[src/drive_cmd_pkg.sv]
// Constants, encodings and types shared by the command word decoder
package drive_cmd_pkg;

   // Function codes and exception answers
   localparam logic [7:0]  FN_READ_HOLD   = 8'h03;
   localparam logic [7:0]  FN_PRESET_ONE  = 8'h06;
   localparam logic [7:0]  EXC_FLAG       = 8'h80;
   localparam logic [7:0]  EXC_ILL_FUNC   = 8'h01;
   localparam logic [7:0]  EXC_ILL_ADDR   = 8'h02;
   localparam logic [7:0]  EXC_ILL_VALUE  = 8'h03;

   // Frame address plus this offset gives the register number
   localparam logic [16:0] REG_ADDR_OFFSET = 17'h00001;
   // Register number divided by this gives the parameter number
   localparam logic [16:0] PNU_SCALE       = 17'h0000A;

   // Parameter holding register window
   localparam int          MEM_DEPTH      = 16;
   localparam int          MEM_AW         = 4;
   localparam logic [16:0] MEM_BASE_NUM   = 17'h00BD6;
   localparam logic [16:0] MEM_LIMIT_NUM  = 17'h00BE6;
   localparam logic [15:0] MAX_READ_REGS  = 16'h000A;
   localparam logic [15:0] ZERO_REGS      = 16'h0000;
   localparam logic [15:0] ONE_REG        = 16'h0001;

   // Command word register number and reset value
   localparam logic [16:0] CMD_REG_NUM    = 17'h00001;
   localparam logic [15:0] CMD_RESET      = 16'h0000;

   // Command word bit positions
   localparam int CW_REF_LSB   = 0;
   localparam int CW_REF_MSB   = 1;
   localparam int CW_DC_RAMP   = 2;
   localparam int CW_NO_COAST  = 3;
   localparam int CW_NO_QSTOP  = 4;
   localparam int CW_USE_RAMP  = 5;
   localparam int CW_START     = 6;
   localparam int CW_RESET     = 7;
   localparam int CW_JOG       = 8;
   localparam int CW_RAMP2     = 9;
   localparam int CW_VALID     = 10;
   localparam int CW_RELAY1    = 11;
   localparam int CW_RELAY2    = 12;
   localparam int CW_SETUP_LSB = 13;
   localparam int CW_SETUP_MSB = 14;
   localparam int CW_REVERSE   = 15;

   // Byte index of the first byte, of the last header byte and of the last byte of each other answer, and the step
   localparam logic [2:0] IDX_FIRST     = 3'h0;
   localparam logic [2:0] IDX_HDR_LAST  = 3'h1;
   localparam logic [2:0] IDX_EXC_LAST  = 3'h1;
   localparam logic [2:0] IDX_ECHO_LAST = 3'h4;
   localparam logic [2:0] IDX_STEP      = 3'h1;

   // Answer sequencer states, Gray along the read path except the ST_DLO to ST_IDLE return
   typedef enum logic [2:0] {
      ST_IDLE  = 3'b000,
      ST_HDR   = 3'b001,
      ST_FETCH = 3'b011,
      ST_WAIT  = 3'b010,
      ST_DHI   = 3'b110,
      ST_DLO   = 3'b111,
      ST_ECHO  = 3'b101,
      ST_EXC   = 3'b100
   } state_e;

   // Source of the reversing command
   typedef enum logic [1:0] {
      REV_DIGITAL = 2'b00,
      REV_SERIAL  = 2'b01,
      REV_OR      = 2'b10,
      REV_AND     = 2'b11
   } rev_src_e;

endpackage

[src/drive_control_word_decoder.sv]
// Holding register functions and command word decoding of a drive port
`timescale 1ns/1ps
`default_nettype none
//
// Function
// - Read answers the requested count of consecutive holding registers
// - Frame register addresses are zero based; register number is address+1
// - Each register answered as high byte first, then low byte
// - Preset writes the 16-bit value into the addressed register
// - Preset answer echoes the query after the store has happened
// - Word bits 1:0 pick one of four preset references
// - Bit 2 low gives DC braking and stop
// - Bit 3 low switches the output stage off at once
// - Bit 4 low makes a quick stop ramp
// - Bit 5 low freezes the output frequency
// - While frozen only coast or DC brake sources stop the motor
// - Bit 6 low makes a ramp stop
// - Trip reset only on a rising edge of bit 7
// - Bit 8 high runs at the inching speed
// - Bit 9 picks the second ramp pair
// - Bit 10 low makes the whole word ignored
// - Bit 11 drives the first relay when configured to follow
// - Bit 12 drives the second relay when configured to follow
// - Bits 14:13 pick one of four set-ups
// - Set-up bits act only in multiple set-up mode
// - Bit 15 reverses only for serial, OR or AND reversing source
// - Parameter number is register number divided by ten
module drive_control_word_decoder
   import drive_cmd_pkg::*;
(
   input  wire logic                     clock,          // 20 MHz clock
   input  wire logic                     reset_n,        // Sync, active low
   input  wire logic                     req_valid,      // Query present
   output logic                          req_ready,      // Query taken
   input  wire logic [7:0]               req_func,       // Function code
   input  wire logic [15:0]              req_addr,       // Zero based addr
   input  wire logic [15:0]              req_arg,        // Count or value
   output logic                          rsp_valid,      // Answer byte
   input  wire logic                     rsp_ready,      // Byte accepted
   output logic      [7:0]               rsp_byte,       // Answer data
   output logic                          rsp_last,       // Last byte
   input  wire logic                     relay1_follow,  // Relay 1 config
   input  wire logic                     relay2_follow,  // Relay 2 config
   input  wire logic                     multi_setup,    // Multi set-up
   input  wire drive_cmd_pkg::rev_src_e  reverse_src,    // Reverse source
   input  wire logic                     reverse_din,    // Reverse input
   input  wire logic                     din_dc_brake,   // DC brake input
   input  wire logic                     din_coast,      // Coast input
   output logic      [1:0]               preset_ref_sel, // Reference pick
   output logic                          dc_brake,       // DC brake stop
   output logic                          output_off,     // Stage off
   output logic                          quick_stop,     // Quick ramp
   output logic                          freeze_freq,    // Hold freq
   output logic                          ramp_stop,      // Ramp to stop
   output logic                          trip_reset,     // Pulse
   output logic                          inching_select, // Inching speed
   output logic                          ramp_set2,      // Ramp pair 2
   output logic                          relay1,         // Relay 1
   output logic                          relay2,         // Relay 2
   output logic      [1:0]               setup_sel,      // Set-up pick
   output logic                          reverse,        // Reverse
   output logic      [15:0]              param_num       // Last param no.
);
   import drive_cmd_pkg::*;

   typedef struct packed {
      state_e              st;
      logic [2:0]          idx;
      logic [7:0]          func;
      logic [15:0]         addr;
      logic [15:0]         arg;
      logic [7:0]          exc;
      logic [MEM_AW-1:0]   ptr;
      logic [15:0]         remain;
      logic [15:0]         cmd;
      logic                req_ready;
      logic                rsp_valid;
      logic [7:0]          rsp_byte;
      logic                rsp_last;
      logic [1:0]          preset_ref;
      logic                dc_brake;
      logic                output_off;
      logic                quick_stop;
      logic                freeze;
      logic                ramp_stop;
      logic                trip_reset;
      logic                inching;
      logic                ramp2;
      logic                relay1;
      logic                relay2;
      logic [1:0]          setup;
      logic                reverse;
      logic [15:0]         param_num;
   } state_s;

   state_s              r_q;
   state_s              r_d;
   logic                accept;
   logic                fire;
   logic                cmd_take;
   logic                wr_en;
   logic [MEM_AW-1:0]   wr_index;
   logic                rd_en;
   logic [MEM_AW-1:0]   rd_index;
   logic [15:0]         rd_data;

   // Register number of a zero based frame address
   function automatic logic [16:0] reg_num(input logic [15:0] a);
      reg_num = {1'b0, a} + REG_ADDR_OFFSET;
   endfunction

   // Whole span of registers lies inside the parameter window
   function automatic logic in_window(input logic [15:0] a,
                                      input logic [15:0] n);
      logic [16:0] last;
      last = reg_num(a) + {1'b0, n} - REG_ADDR_OFFSET;
      in_window = (reg_num(a) >= MEM_BASE_NUM) && (last < MEM_LIMIT_NUM);
   endfunction

   // Word index inside the window
   function automatic logic [MEM_AW-1:0] mem_index(input logic [15:0] a);
      logic [16:0] d;
      d = reg_num(a) - MEM_BASE_NUM;
      mem_index = d[MEM_AW-1:0];
   endfunction

   assign accept   = req_valid & r_q.req_ready;
   assign fire     = r_q.rsp_valid & rsp_ready;
   assign rd_index = r_q.ptr;
   assign rd_en    = (r_q.st == ST_FETCH);
   // Preset aimed at the command word, whatever its valid bit
   assign cmd_take = accept && (req_func == FN_PRESET_ONE)
                     && (reg_num(req_addr) == CMD_REG_NUM);

   // Sequencer, command store and decode
   always_comb
   begin
      r_d        = r_q;
      wr_en      = 1'b0;
      wr_index   = mem_index(req_addr);
      r_d.trip_reset = 1'b0;
      case (r_q.st)
         ST_IDLE:
         begin
            if (accept)
            begin
               r_d.req_ready = 1'b0;
               r_d.func      = req_func;
               r_d.addr      = req_addr;
               r_d.arg       = req_arg;
               r_d.idx       = IDX_FIRST;
               r_d.rsp_valid = 1'b1;
               r_d.rsp_last  = 1'b0;
               r_d.rsp_byte  = req_func;
               r_d.param_num = 16'(reg_num(req_addr) / PNU_SCALE);
               r_d.st        = ST_EXC;
               r_d.rsp_byte  = req_func | EXC_FLAG;
               if (req_func == FN_READ_HOLD)
               begin
                  if ((req_arg == ZERO_REGS) || (req_arg > MAX_READ_REGS))
                  begin
                     r_d.exc = EXC_ILL_VALUE;
                  end
                  else if (!in_window(req_addr, req_arg))
                  begin
                     r_d.exc = EXC_ILL_ADDR;
                  end
                  else
                  begin
                     r_d.st       = ST_HDR;
                     r_d.rsp_byte = req_func;
                     r_d.ptr      = mem_index(req_addr);
                     r_d.remain   = req_arg;
                  end
               end
               else if (req_func == FN_PRESET_ONE)
               begin
                  if (cmd_take)
                  begin
                     r_d.st       = ST_ECHO;
                     r_d.rsp_byte = req_func;
                     // Invalid words leave drive control untouched
                     if (req_arg[CW_VALID])
                     begin
                        r_d.cmd = req_arg;
                        r_d.trip_reset = req_arg[CW_RESET]
                                         & ~r_q.cmd[CW_RESET];
                     end
                  end
                  else if (in_window(req_addr, ONE_REG))
                  begin
                     wr_en        = 1'b1;
                     r_d.st       = ST_ECHO;
                     r_d.rsp_byte = req_func;
                  end
                  else
                  begin
                     r_d.exc = EXC_ILL_ADDR;
                  end
               end
               else
               begin
                  r_d.exc = EXC_ILL_FUNC;
               end
            end
         end
         ST_HDR:
         begin
            if (fire)
            begin
               if (r_q.idx == IDX_FIRST)
               begin
                  r_d.rsp_byte = {r_q.remain[6:0], 1'b0};
                  r_d.idx      = IDX_HDR_LAST;
               end
               else
               begin
                  r_d.rsp_valid = 1'b0;
                  r_d.st        = ST_FETCH;
               end
            end
         end
         ST_FETCH:
         begin
            r_d.st = ST_WAIT;
         end
         ST_WAIT:
         begin
            r_d.rsp_valid = 1'b1;
            r_d.rsp_byte  = rd_data[15:8];
            r_d.st        = ST_DHI;
         end
         ST_DHI:
         begin
            if (fire)
            begin
               r_d.rsp_byte = rd_data[7:0];
               r_d.rsp_last = (r_q.remain == ONE_REG);
               r_d.st       = ST_DLO;
            end
         end
         ST_DLO:
         begin
            if (fire)
            begin
               r_d.rsp_valid = 1'b0;
               r_d.rsp_last  = 1'b0;
               // Consecutive registers, lowest number first
               if (r_q.remain == ONE_REG)
               begin
                  r_d.st        = ST_IDLE;
                  r_d.req_ready = 1'b1;
               end
               else
               begin
                  r_d.remain = r_q.remain - ONE_REG;
                  r_d.ptr    = r_q.ptr + MEM_AW'(1);
                  r_d.st     = ST_FETCH;
               end
            end
         end
         ST_ECHO:
         begin
            // Echo starts only after the store edge
            if (fire)
            begin
               r_d.idx = r_q.idx + IDX_STEP;
               case (r_q.idx)
                  3'h0:    r_d.rsp_byte = r_q.addr[15:8];
                  3'h1:    r_d.rsp_byte = r_q.addr[7:0];
                  3'h2:    r_d.rsp_byte = r_q.arg[15:8];
                  3'h3:    r_d.rsp_byte = r_q.arg[7:0];
                  default: r_d.rsp_byte = r_q.rsp_byte;
               endcase
               r_d.rsp_last = (r_q.idx == IDX_ECHO_LAST - IDX_STEP);
               if (r_q.idx == IDX_ECHO_LAST)
               begin
                  r_d.rsp_valid = 1'b0;
                  r_d.rsp_last  = 1'b0;
                  r_d.req_ready = 1'b1;
                  r_d.st        = ST_IDLE;
               end
            end
         end
         ST_EXC:
         begin
            if (fire)
            begin
               if (r_q.idx == IDX_FIRST)
               begin
                  r_d.rsp_byte = r_q.exc;
                  r_d.rsp_last = 1'b1;
                  r_d.idx      = IDX_EXC_LAST;
               end
               else
               begin
                  r_d.rsp_valid = 1'b0;
                  r_d.rsp_last  = 1'b0;
                  r_d.req_ready = 1'b1;
                  r_d.st        = ST_IDLE;
               end
            end
         end
         default:
         begin
            r_d.st        = ST_IDLE;
            r_d.rsp_valid = 1'b0;
            r_d.req_ready = 1'b1;
         end
      endcase

      // Decode from the stored word and the digital inputs, so actions switch as one
      r_d.preset_ref = r_q.cmd[CW_REF_MSB:CW_REF_LSB];
      r_d.dc_brake   = ~r_q.cmd[CW_DC_RAMP] | din_dc_brake;
      r_d.output_off = ~r_q.cmd[CW_NO_COAST] | din_coast;
      r_d.freeze     = ~r_q.cmd[CW_USE_RAMP];
      // Frozen frequency blocks the ramped stops
      r_d.quick_stop = ~r_q.cmd[CW_NO_QSTOP] & r_q.cmd[CW_USE_RAMP];
      r_d.ramp_stop  = ~r_q.cmd[CW_START] & r_q.cmd[CW_USE_RAMP];
      r_d.inching    = r_q.cmd[CW_JOG];
      r_d.ramp2      = r_q.cmd[CW_RAMP2];
      r_d.relay1     = relay1_follow & r_q.cmd[CW_RELAY1];
      r_d.relay2     = relay2_follow & r_q.cmd[CW_RELAY2];
      if (multi_setup)
      begin
         r_d.setup = r_q.cmd[CW_SETUP_MSB:CW_SETUP_LSB];
      end
      case (reverse_src)
         REV_SERIAL: r_d.reverse = r_q.cmd[CW_REVERSE];
         REV_OR:     r_d.reverse = r_q.cmd[CW_REVERSE] | reverse_din;
         REV_AND:    r_d.reverse = r_q.cmd[CW_REVERSE] & reverse_din;
         default:    r_d.reverse = reverse_din;
      endcase
   end

   always_ff @(posedge clock)
   begin
      if (!reset_n)
      begin
         r_q           <= '0;
         r_q.st        <= ST_IDLE;
         r_q.cmd       <= CMD_RESET;
         r_q.req_ready <= 1'b1;
      end
      else
      begin
         r_q <= r_d;
      end
   end

   holding_ram u_ram (
      .clock    (clock),
      .reset_n  (reset_n),
      .wr_en    (wr_en),
      .wr_index (wr_index),
      .wr_data  (req_arg),
      .rd_en    (rd_en),
      .rd_index (rd_index),
      .rd_data  (rd_data)
   );

   // Ports straight from the state register
   assign req_ready      = r_q.req_ready;
   assign rsp_valid      = r_q.rsp_valid;
   assign rsp_byte       = r_q.rsp_byte;
   assign rsp_last       = r_q.rsp_last;
   assign preset_ref_sel = r_q.preset_ref;
   assign dc_brake       = r_q.dc_brake;
   assign output_off     = r_q.output_off;
   assign quick_stop     = r_q.quick_stop;
   assign freeze_freq    = r_q.freeze;
   assign ramp_stop      = r_q.ramp_stop;
   assign trip_reset     = r_q.trip_reset;
   assign inching_select = r_q.inching;
   assign ramp_set2      = r_q.ramp2;
   assign relay1         = r_q.relay1;
   assign relay2         = r_q.relay2;
   assign setup_sel      = r_q.setup;
   assign reverse        = r_q.reverse;
   assign param_num      = r_q.param_num;
endmodule // drive_control_word_decoder
`default_nettype wire

[src/holding_ram.sv]
// Parameter holding register store with registered read data
`timescale 1ns/1ps
`default_nettype none
module holding_ram
   import drive_cmd_pkg::*;
(
   input  wire logic              clock,    // 20 MHz clock
   input  wire logic              reset_n,  // Sync reset, active low
   input  wire logic              wr_en,    // Write strobe
   input  wire logic [MEM_AW-1:0] wr_index, // Write word index
   input  wire logic [15:0]       wr_data,  // Write word
   input  wire logic              rd_en,    // Read strobe
   input  wire logic [MEM_AW-1:0] rd_index, // Read word index
   output logic      [15:0]       rd_data   // Read word, next cycle
);

   typedef struct packed {
      logic [MEM_DEPTH-1:0][15:0] words;
      logic [15:0]                rd;
   } ram_s;

   ram_s m_q;
   ram_s m_d;

   // Write and read; read returns old word on a same-index collision
   always_comb
   begin
      m_d = m_q;
      if (wr_en)
      begin
         m_d.words[wr_index] = wr_data;
      end
      if (rd_en)
      begin
         m_d.rd = m_q.words[rd_index];
      end
   end

   always_ff @(posedge clock)
   begin
      if (!reset_n)
      begin
         m_q <= '0;
      end
      else
      begin
         m_q <= m_d;
      end
   end

   assign rd_data = m_q.rd;

endmodule // holding_ram
`default_nettype wire

[config.mk]
export PLATFORM = sky130hd
export DESIGN_NAME = drive_control_word_decoder
export DESIGN_NICKNAME = d
export VERILOG_FILES = /design/src/drive_cmd_pkg.sv /design/src/drive_control_word_decoder.sv /design/src/holding_ram.sv
export SDC_FILE = /design/constraint.sdc
export NUM_CORES = 1
export LEC_CHECK = 0
export BUFFER_PORTS_ARGS = -buffer_cell sky130_fd_sc_hd__buf_4
export CAP_MARGIN = 5
export CORE_MARGIN = 5
export CORE_UTILIZATION = 45
export DETAILED_ROUTE_END_ITERATION = 16
export GPL_TIMING_DRIVEN = 0
export HOLD_SLACK_MARGIN = 0.1
export PLACE_DENSITY = 0.61
export SETUP_SLACK_MARGIN = 0.05
export SYNTH_ARGS = -nofsm -noshare
export SYNTH_HDL_FRONTEND = slang
export SYNTH_SLANG_ARGS = --single-unit
export TNS_END_PERCENT = 20
[constraint.sdc]
create_clock -name clock -period 4.8 [get_ports clock]
set_input_delay 0.48 -clock clock [delete_from_list [all_inputs] [get_ports clock]]
set_output_delay 0.48 -clock clock [all_outputs]
set_load 0.03 [all_outputs]
Yosys cells after proc, flatten, opt, wreduce, memory -nomap -nowiden
Cells that the tools add are included.
{ "totals": {"ff_bits": 404, "out_inout_bits": 42, "word_cells": 221} }
{ "op_classes": {"n_addsub": 9, "n_bitwise": 24, "n_reduce_logical": 26, "n_lt_le_gt_ge": 7, "n_eq_ne": 38, "muxes": 72, "div": 1} }
{ "op_table": {"columns": ["operator", "n"], "rows": [
  ["bitwise mux 256 bit", 1],
  ["2-to-1 mux 8 bit", 14],
  ["2-to-1 mux 101 bit", 1],
  ["2-to-1 mux 20 bit", 5],
  ["2-to-1 mux 16 bit", 6],
  ["binary-select mux 16 bit (select 4 bit)", 1],
  ["demux 16 bit (select 4 bit)", 1],
  ["case mux 8 bit (6 select lines)", 1],
  ["case mux 20 bit (2 select lines)", 1],
  ["less-than comparator 17 x 12 -> 1 bit, second input constant", 2],
  ["subtractor 17 x 1 -> 17 bit, second input constant", 2],
  ["!= test 2 bit, second input constant", 16],
  ["case mux 8 bit (4 select lines)", 1],
  ["2-to-1 mux 3 bit", 9],
  ["AND reduction 9 bit", 3],
  ["case mux 3 bit (8 select lines)", 1],
  ["2-to-1 mux 11 bit", 2],
  ["2-to-1 mux 6 bit", 3],
  ["2-to-1 mux 9 bit", 2],
  ["adder 16 x 1 -> 17 bit, second input constant", 1],
  ["adder 17 x 1 -> 17 bit, second input constant", 1],
  ["adder 17 x 16 -> 17 bit", 1],
  ["divider 17 x 4 -> 17 bit, second input constant", 1],
  ["== test 17 x 1 -> 1 bit, second input constant", 1],
  ["other kinds (43)", 100]
]} }

Logic depth before layout (Yosys ltp)
Gate-level depths: netlist of the first run.
{ "depth": {"depth_word": 11, "depth_mapped": 28, "ltp_nobuf": 25} }

Modules after synthesis
A second synthesis of the first run with hierarchy kept.
{ "hier_totals": {"hier_cells": 2573, "hier_area_um2": 21454.3} }
{ "modules_own_cells": {"columns": ["module", "instances", "area_each_um2", "cells_each", "seq_area_each_um2"], "rows": [
  ["holding_ram", 1, 12537.0, 1374, 5445.2],
  ["drive_control_word_decoder", 1, 8917.3, 1199, 2302.2]
]} }

Worst setup path before layout of the first run
No wires, ideal clock.
{ "synth_path": {"path_type": "input to register", "from": "input req_addr[0]", "to": "register r_q[67] (netlist name)", "t_arrival_ns": 5.051, "cell_stages": 28, "t_required_ns": 4.668, "slack_ns": -0.383, "n_path_buf": 3, "path_cell_list": "ha_1 -> clkbuf_1 -> nand3_1 -> xnor2_1 -> clkinv_1 -> ha_1 -> inv_1 -> ha_1 -> inv_1 -> nor2_1 -> nor2_1 -> o21bai_1 -> a21oi_1 -> o21bai_1 -> a21oi_1 -> o21bai_1 -> a21oi_1 -> nor2b_1 -> o21a_1 -> or3_1 -> o21ai_0 -> and4_1 -> nand2_1 -> a22o_1 -> clkbuf_1 -> clkbuf_1 -> a221oi_1 -> nor3_1"} }
{ "synth_between": {"elab_chain_len": 7} }
{ "synth_lines": {"columns": ["element", "line", "source"], "rows": [
  ["from (decl)", "drive_control_word_decoder.sv:36", "input wire logic [15:0] req_addr,"],
  ["adder 16 x 1 -> 17 bit *", "drive_control_word_decoder.sv:109", "reg_num = {1'b0, a} + REG_ADDR_OFFSET;"],
  ["adder 17 x 16 -> 17 bit", "drive_control_word_decoder.sv:116", "last = reg_num(a) + {1'b0, n} - REG_ADDR_OFFSET;"],
  ["subtractor 17 x 1 -> 17 bit", "drive_control_word_decoder.sv:116", null],
  ["less-than comparator 17 x 12 -> 1 bit", "drive_control_word_decoder.sv:117", "in_window = (reg_num(a) >= MEM_BASE_NUM) && (last < MEM_LIMIT_NUM);"],
  ["logical AND 1 bit *", "drive_control_word_decoder.sv:117", null],
  ["!= test 2 bit (no line) *", null, null],
  ["AND reduction 7 bit (no line) *", null, null],
  ["to (signal assigned)", "drive_control_word_decoder.sv:347", "r_q <= r_d;"],
  ["to (decl)", "drive_control_word_decoder.sv:96", "state_s r_q;"]
]} }
Every way passes the cells marked *; elsewhere a longest branch is shown, timed or not.
A chain may end at the register's enable or synchronous reset.

Final worst setup path of the first run
{ "layout_path": {"from": "input req_addr[0]", "to": "register r_q, in the netlist param_num[0]"} }
{ "layout_between": {"elab_chain_len": 2} }
{ "layout_lines": {"columns": ["element", "line", "source"], "rows": [
  ["adder 16 x 1 -> 17 bit", "drive_control_word_decoder.sv:109", null],
  ["divider 17 x 4 -> 17 bit", "drive_control_word_decoder.sv:155", "r_d.param_num = 16'(reg_num(req_addr) / PNU_SCALE);"]
]} }
No other way between the ends.

==> impl_metrics.env, run 1 <==
export IMPL_status="finished with violations"
export IMPL_violations="negative setup slack"
export IMPL_die_h_um=223.2
export IMPL_p_clk_share_pct=37.1
export IMPL_intPower_w=0.006096
export IMPL_criticalPathCategory="primary input to register"
export IMPL_grt_pass1_vias=18720
export IMPL_final_util_pct=54.87
export IMPL_core_um2=45190
export IMPL_met2_length_mm=35.21
export IMPL_timing_final_max_slew_violations=0
export IMPL_htreeDepth=2
export IMPL_drc=0
export IMPL_synthFlopType="dfxtp_1"
export IMPL_whs_ps=136.4
export IMPL_clk_pin_slew_worst_paths_ps=60
export IMPL_max_cap_violations=0
export IMPL_seqPwrFrac_pct=37.7
export IMPL_drive_gt1_share_pct=18.71
export IMPL_routed_wirelength_mm=80.12
export IMPL_dp_slack_ps=-1529
export IMPL_ir_drop_uv=263.6
export IMPL_crit_family="compound AO/OA/AOI/OAI gates"
export IMPL_clk_latency_ps=580
export IMPL_p_leak_nw=8.566
export IMPL_max_stage_delay_ps=500
export IMPL_drtAntennaViolNets=0
export IMPL_wl_met1_mm=32.36
export IMPL_wire_per_inst_um=23.34
export IMPL_crit_path_end_kind="register"
export IMPL_num_vias=20560
export IMPL_min_period_ps=4847
export IMPL_cp_max_fo=6
export IMPL_pin_count=94
export IMPL_finalNetCount=2893
export IMPL_clockRootBuffer="clkbuf_16"
export IMPL_seq_area_frac_synth_pct=37.87
export IMPL_synth_area_um2=20460
export IMPL_grt_max_degree=15
export IMPL_power_switching_w=0.002988
export IMPL_die_x_um=223.2
export IMPL_ys_types=100
export IMPL_numCtsBuffers=43
export IMPL_worst_ep_required_time_ps=5230
export IMPL_crit_arrival_ps=5270
export IMPL_hold_viol=0
export IMPL_cts_hold_buffers=0
export IMPL_highest_layer="met5"
export IMPL_first_pass_iters=6
export IMPL_grt_usage_pct=30.42
export IMPL_yosysWarningCount=0
export IMPL_start_util_pct=45.28
export IMPL_worstPathCellList="buf_12 > ha_4 > clkbuf_16 > nand2_8 > o41a_1 > a31o_2 > a2111oi_4 > a31oi_4 > buf_6 > nor2_4 > nand2_2 > a2111oi_4 > buf_6 > o21ai_4 > o311ai_2 > o21ai_4 > buf_6 > nor4_4 > a211oi_2 > and2_4 > a311o_1 > o22ai_2 > a31oi_4"
export IMPL_tritoncts="done"
export IMPL_io_buffers=88
export IMPL_relSlewSlack_pct=3.674
export IMPL_grt_ovfl_total=0
export IMPL_power_w=0.009084
export IMPL_syn_inst=2605
export IMPL_antenna_found_initial=2
export IMPL_pwr_share_comb_pct=25.2
export IMPL_clkSinkCount=387
export IMPL_worst_setup_path_start_kind="primary input"
export IMPL_num_rows=78
export IMPL_synth_seq_cells=387
export IMPL_rsz0062_at_grt="yes"
export IMPL_syn_area_per_cell_um2=7.854
export IMPL_ys_async_sr_fraction_pct=0
export IMPL_skew_ps=32.44
export IMPL_grt_pass1_wl_mm=116.9
export IMPL_drt_iter0_drc=2466
export IMPL_dp_hpwl_mm=57.15
export IMPL_gp_congestion=0.9581
export IMPL_setup_viol=1
export IMPL_wl_met3_mm=8.712
export IMPL_via_per_inst=5.989
export IMPL_crit_path_top_delay_cell="o311ai_2"
export IMPL_crit_buf_inv=5
export IMPL_finalSetupTns_ps=-47.27
export IMPL_p_per_area_nw_per_um2=366.4
export IMPL_cts_path_max_buffers=3
export IMPL_hp_class="primary input to register"
export IMPL_finalCritPeriodShare_pct=101.0
export IMPL_worst_path_most_repeated_cell="buf_6"
export IMPL_fin_ws_ps=-47.27
export IMPL_synth_edff_count=0
export IMPL_die_area_um2=49830
export IMPL_switching_share_pct=32.90
export IMPL_area_growth_synth_to_final_pct=21.17
export IMPL_tightest_slew_ps=1445
export IMPL_fmax_ghz=0.2063
## stage by stage
step,cell area (µm²),std cells
floorplan,20530,2606
global placement,21940,3294
detailed placement,21940,3294
CTS,24180,3406
global route,24790,3432
finish,24790,3433
## placed cells by master (no fill, tap or decap), types with 13 or more instances in the layout
| master | Yosys | final |
|---|---|---|
| nand2_1 | 742 | 738 |
| a21oi_1 | 411 | 398 |
| dfxtp_1 | 387 | 387 |
| buf_4 | 29 | 166 |
| clkbuf_1 | 172 | 158 |
| nor2_1 | 130 | 113 |
| mux4_2 | 80 | 80 |
| inv_1 | 74 | 68 |
| o21ai_0 | 66 | 59 |
| clkbuf_16 | 0 | 45 |
| ha_1 | 42 | 39 |
| nand3_1 | 39 | 35 |
| nor3_1 | 35 | 33 |
| xnor2_1 | 30 | 25 |
| buf_6 | 6 | 15 |
| or2_2 | 15 | 15 |
| and2_1 | 17 | 15 |
| nand4_1 | 14 | 14 |
| nor2_2 | 1 | 14 |
| a21oi_2 | 1 | 14 |
| clkbuf_2 | 0 | 13 |
| nor2b_1 | 13 | 13 |
## area by class of cell
cell class	count	area (µm²)
Multi-Input combinational cell	1910	12120
Inverter	82	326.6
Buffer	220	1094
Timing Repair Buffer	154	1328
Clock inverter	17	203.9
Fill cell	4183	20390
Sequential cell	387	7747
Clock buffer	62	1217
Tap cell	600	750.7
Antenna cell	1	2.502
## Yosys cell counts, types with 10 or more instances
master	n	area [µm²]
nor4_1	15	93.84
dfxtp_1	387	7747
a21oi_1	411	2057
nor3_1	35	175.2
a211oi_1	15	112.6
buf_1	12	45.04
o21ai_0	66	330.3
nand2_1	742	2785
xor2_1	10	87.58
inv_1	74	277.8
and2_1	17	106.4
or2_2	15	93.84
nor2b_1	13	81.33
and3_1	10	62.56
o211ai_1	12	90.09
a31oi_1	11	68.82
buf_4	29	217.7
nor2_1	130	488.0
a221oi_1	11	96.34
ha_1	42	525.5
or3_1	12	75.07
mux2i_1	11	110.1
a22oi_1	12	90.09
clkbuf_1	172	645.6
nand4_1	14	87.58
nand3_1	39	195.2
mux4_2	80	1802
xnor2_1	30	262.8
## final timing paths
kind              cells after the start                        endpoint                     start  slack, ps
setup / recovery                     23       param_num[0]$_SDFFE_PN0P_               req_addr[0]        -50
hold / removal                        2               relay1$_SDFF_PN0_             relay1_follow        140
setup reg to reg                      7  u_ram.rd_data[11]$_SDFFE_PN0N_  rd_index[0]$_SDFFE_PN0P_        880
hold reg to reg                       1           quick_stop$_SDFF_PN0_      r_q[46]$_SDFFE_PN0P_        420
## kinds of logic after synthesis
kind of cell,Yosys count,share of synthesized area (%)
mux,95,9.565
buf+inv,309,6.470
compound gates,643,18.92
simple gates,1084,22.60
flops,387,37.87
other cells,1,0.01833
fa+ha+maj,45,2.764
xor+xnor,41,1.792
## state kept, by name, indices dropped and copies added, names as in the netlist
name,flops
ramp_stop,1
u_ram.rd_data,16
req_ready,1
relay2,1
rsp_byte,8
param_num,14
u_ram.m_q,256
r_q,67
quick_stop,1
rd_index,4
reverse,1
output_off,1
inching_select,1
trip_reset,1
dc_brake,1
rsp_last,1
rsp_valid,1
freeze_freq,1
preset_ref_sel,2
relay1,1
setup_sel,2
ramp_set2,1
r_d,4
## layer usage
layer  GRT usage [%]  up-vias
met4           11.46        4
li1                -     9358
met2           46.90     1133
met1           42.08     9855
met5               0        -
met3           6.566      210
## power by group through the flow
stage | clock network, W | registers [W] | logic, W
final | 0.00337 | 0.00342 | 0.00229
after global routing | 0.00354 | 0.00343 | 0.00243
after CTS | 0.00340 | 0.00342 | 0.00212
after detailed placement | 0 | 0.00349 | 0.00197
after global placement | 0 | 0.00349 | 0.00195
after floorplan | 0 | 0.00348 | 0.00133
## timing repair
item                       CTS  global route
gates resized for setup    105           120
setup endpoints to repair  190           187
cloned                       2             2
pin swaps                   38            46
buffers inserted            38            23
Note: power is estimated with default switching activity, not from simulation.
==> inputs of run 2 (changes only) <==
--- a/config.mk
+++ b/config.mk
@@ -6,5 +6,5 @@
 export NUM_CORES = 1
 export LEC_CHECK = 0
-export BUFFER_PORTS_ARGS = -buffer_cell sky130_fd_sc_hd__buf_4
+export BUFFER_PORTS_ARGS = -buffer_cell sky130_fd_sc_hd__buf_2
 export CAP_MARGIN = 5
 export CORE_MARGIN = 5
@@ -14,4 +14,5 @@
 export HOLD_SLACK_MARGIN = 0.1
 export PLACE_DENSITY = 0.61
+export RECOVER_POWER = 25
 export SETUP_SLACK_MARGIN = 0.05
 export SYNTH_ARGS = -nofsm -noshare
==> constraint.sdc (replaced) <==
create_clock -name clock -period 4.8 [get_ports clock]
set_input_delay 0 -clock clock [delete_from_list [all_inputs] [get_ports clock]]
set_output_delay 0 -clock clock [all_outputs]
set_load 0.03 [all_outputs]
==> run 2 against run 1 <==
  * Clock-buffer cell count rose by 6
  * Utilization fell by 1.3 points
  * Critical endpoint unchanged
  * Setup slack improved by 180 ps
  * Clock skew fell by 14 ps
  * Register-to-register slack barely moved
  * Design area fell by 2.4%
  * Clock power rose by 4%
  * Via count fell by 0.28%
  * Flip-flop and latch count did not move
  * The run now ends clean
==> impl_metrics.env, run 2 (synthesis gave the netlist of run 1 again) <==
export IMPL_grt_ovfl_total=0
export IMPL_grt_max_degree=14
export IMPL_status="finished clean"
export IMPL_io_buffers=88
export IMPL_power_switching_w=0.002966
export IMPL_switching_share_pct=32.95
export IMPL_r2r_cells=7
export IMPL_rsz0062_at_grt="yes"
export IMPL_criticalPathCategory="primary input to register"
export IMPL_tritoncts="done"
export IMPL_n_fill_cell=4307
export IMPL_crit_start="req_addr[3]"
export IMPL_r2r_start="rd_index[0]$_SDFFE_PN0P_"
export IMPL_stdcell_area_um2=24190
export IMPL_final_common_cell="nand2_1"
export IMPL_drt_iter0_drc=2396
export IMPL_cts_path_max_buffers=3
export IMPL_drive_gt1_share_pct=13.31
export IMPL_crit_path_end_kind="register"
export IMPL_die_area_um2=49830
export IMPL_timing_final_max_slew_violations=0
export IMPL_finalNetCount=2906
export IMPL_seqPwrFrac_pct=38.1
export IMPL_drc=0
export IMPL_hp_class="primary input to register"
export IMPL_via_per_inst=5.944
export IMPL_timing_rr_end="u_ram.rd_data[11]$_SDFFE_PN0N_"
export IMPL_num_rows=78
export IMPL_setup_viol=0
export IMPL_worst_setup_path_start_kind="primary input"
export IMPL_area_growth_synth_to_final_pct=18.23
export IMPL_die_x_um=223.2
export IMPL_skew_ps=17.95
export IMPL_final_cell_mix="nand2_1 (742), a21oi_1 (406), dfxtp_1 (387)"
export IMPL_final_cells=3449
export IMPL_pin_count=94
export IMPL_antenna_found_initial=4
export IMPL_die_h_um=223.2
export IMPL_largest_register_ffs=256
export IMPL_routed_wirelength_mm=81.18
export IMPL_min_period_ps=4668
export IMPL_clkSinkCount=387
export IMPL_placed_cell_area_um2=21650
export IMPL_first_pass_iters=7
export IMPL_finalCritPeriodShare_pct=97.26
export IMPL_numCtsBuffers=44
export IMPL_dp_hpwl_mm=58.00
export IMPL_r2r_slack_ps=890
export IMPL_intPower_w=0.006037
export IMPL_cp_max_fo=10
export IMPL_clockRootBuffer="clkbuf_16"
export IMPL_hold_start="req_arg[3]"
export IMPL_ir_drop_uv=262.5
export IMPL_regMostFlops="u_ram.m_q"
export IMPL_numPlacedInstances=3294
export IMPL_grt_pass1_wl_mm=120.8
export IMPL_drtAntennaViolNets=0
export IMPL_grt_usage_pct=31.39
export IMPL_endpoint="param_num[0]$_SDFFE_PN0P_"
export IMPL_hold_viol=0
export IMPL_p_per_area_nw_per_um2=372.2
export IMPL_clk_pin_slew_worst_paths_ps=60
export IMPL_max_cap_violations=0
export IMPL_htreeDepth=2
export IMPL_relSlewSlack_pct=6.532
export IMPL_worst_ep_required_time_ps=5270
export IMPL_fmax_ghz=0.2142
export IMPL_core_um2=45190
export IMPL_p_clk_share_pct=39.0
export IMPL_crit_arrival_ps=5140
export IMPL_start_util_pct=45.28
export IMPL_pwr_share_comb_pct=22.9
export IMPL_clk_latency_ps=600
export IMPL_power_w=0.009003
export IMPL_wire_per_inst_um=23.54
export IMPL_grt_pass1_vias=19250
export IMPL_num_vias=20500
export IMPL_p_leak_nw=8.209
export IMPL_tightest_slew_ps=1402
export IMPL_gp_congestion=0.9587
[run 2: how the worst min path moves through the flow]
stage          slack [ps]  depth (start not counted)               endpoint
2_1_floorplan         130                          2    dc_brake$_SDFF_PN0_
3_3_place_gp          240                          2      relay1$_SDFF_PN0_
3_5_place_dp          240                          2      relay2$_SDFF_PN0_
4_1_cts               130                          6   r_q[78]$_SDFFE_PN0P_
5_1_grt               220                          4  output_off$_SDFF_PN0_
6_report              160                          6   r_q[78]$_SDFFE_PN0P_
[run 2: critical path: stages]
cell	delay (ps)
buf_2	220
and4_1	210
buf_2	190
nand2_1	180
or3_1	480
nand2_4	170
inv_2	140
o211a_1	290
or2_0	200
clkbuf_2	200
a2111oi_4	430
a2111oi_4	90
buf_4	190
nor2_2	200
nand3_1	190
o311ai_2	170
nor2_2	170
a2111oi_0	550
a211oi_1	120
and2_4	210
a311o_1	310
o22ai_1	120
a31oi_1	100
[run 2: final cells by class]
cell class	instances	area, µm²	share of cell area [%]
well taps	600	750.7	3.104
diodes	2	5.005	0.02069
multi-input cells	1910	11720	48.45
clock inverters	14	172.7	0.7138
inverters	82	314.1	1.298
repair buffers	166	1137	4.702
clock buffers	68	1333	5.509
plain buffers	220	1011	4.179
flip-flops and latches	387	7747	32.03
[run 2: per-layer routing]
metal	GRT usage [%]	wire length (µm)	part of all wire, %	vias to the layer above
li1	-	-	-	9377
met1	42.67	32880	41	9795
met2	47.47	35200	43	1132
met3	7.566	8959	11	194
met4	14.29	4121	5.1	4
met5	0	22	0.027	-
[run 2: stage by stage]
stage                     util (%)  hold slack (ps)  setup WS, ps  setup TNS [ps]
after floorplan                  -            134.0         96.97               0
after global placement       47.92            243.0         -1929         -152160
after detailed placement     47.92            241.8         -1924         -180250
after CTS                    52.97            127.7         67.32               0
after global routing         53.52            217.6        -132.6          -132.6
final                        53.53            160.8         131.6               0
[run 2: power groups by stage]
stage | clock (W) | sequential, W | combinational [W]
after floorplan | 0 | 0.00348 | 0.00132
after global placement | 0 | 0.00349 | 0.00191
after detailed placement | 0 | 0.00349 | 0.00192
after CTS | 0.00354 | 0.00342 | 0.00198
after global routing | 0.00368 | 0.00344 | 0.00221
final | 0.00351 | 0.00343 | 0.00206
[run 2: what timing repair did]
item	4_1_cts	5_1_grt
setup endpoints to repair	190	91
pin swaps	5	8
endpoints found under the hold margin	81	9
hold buffers	58	1
resized for setup	34	60
buffers inserted	4	15
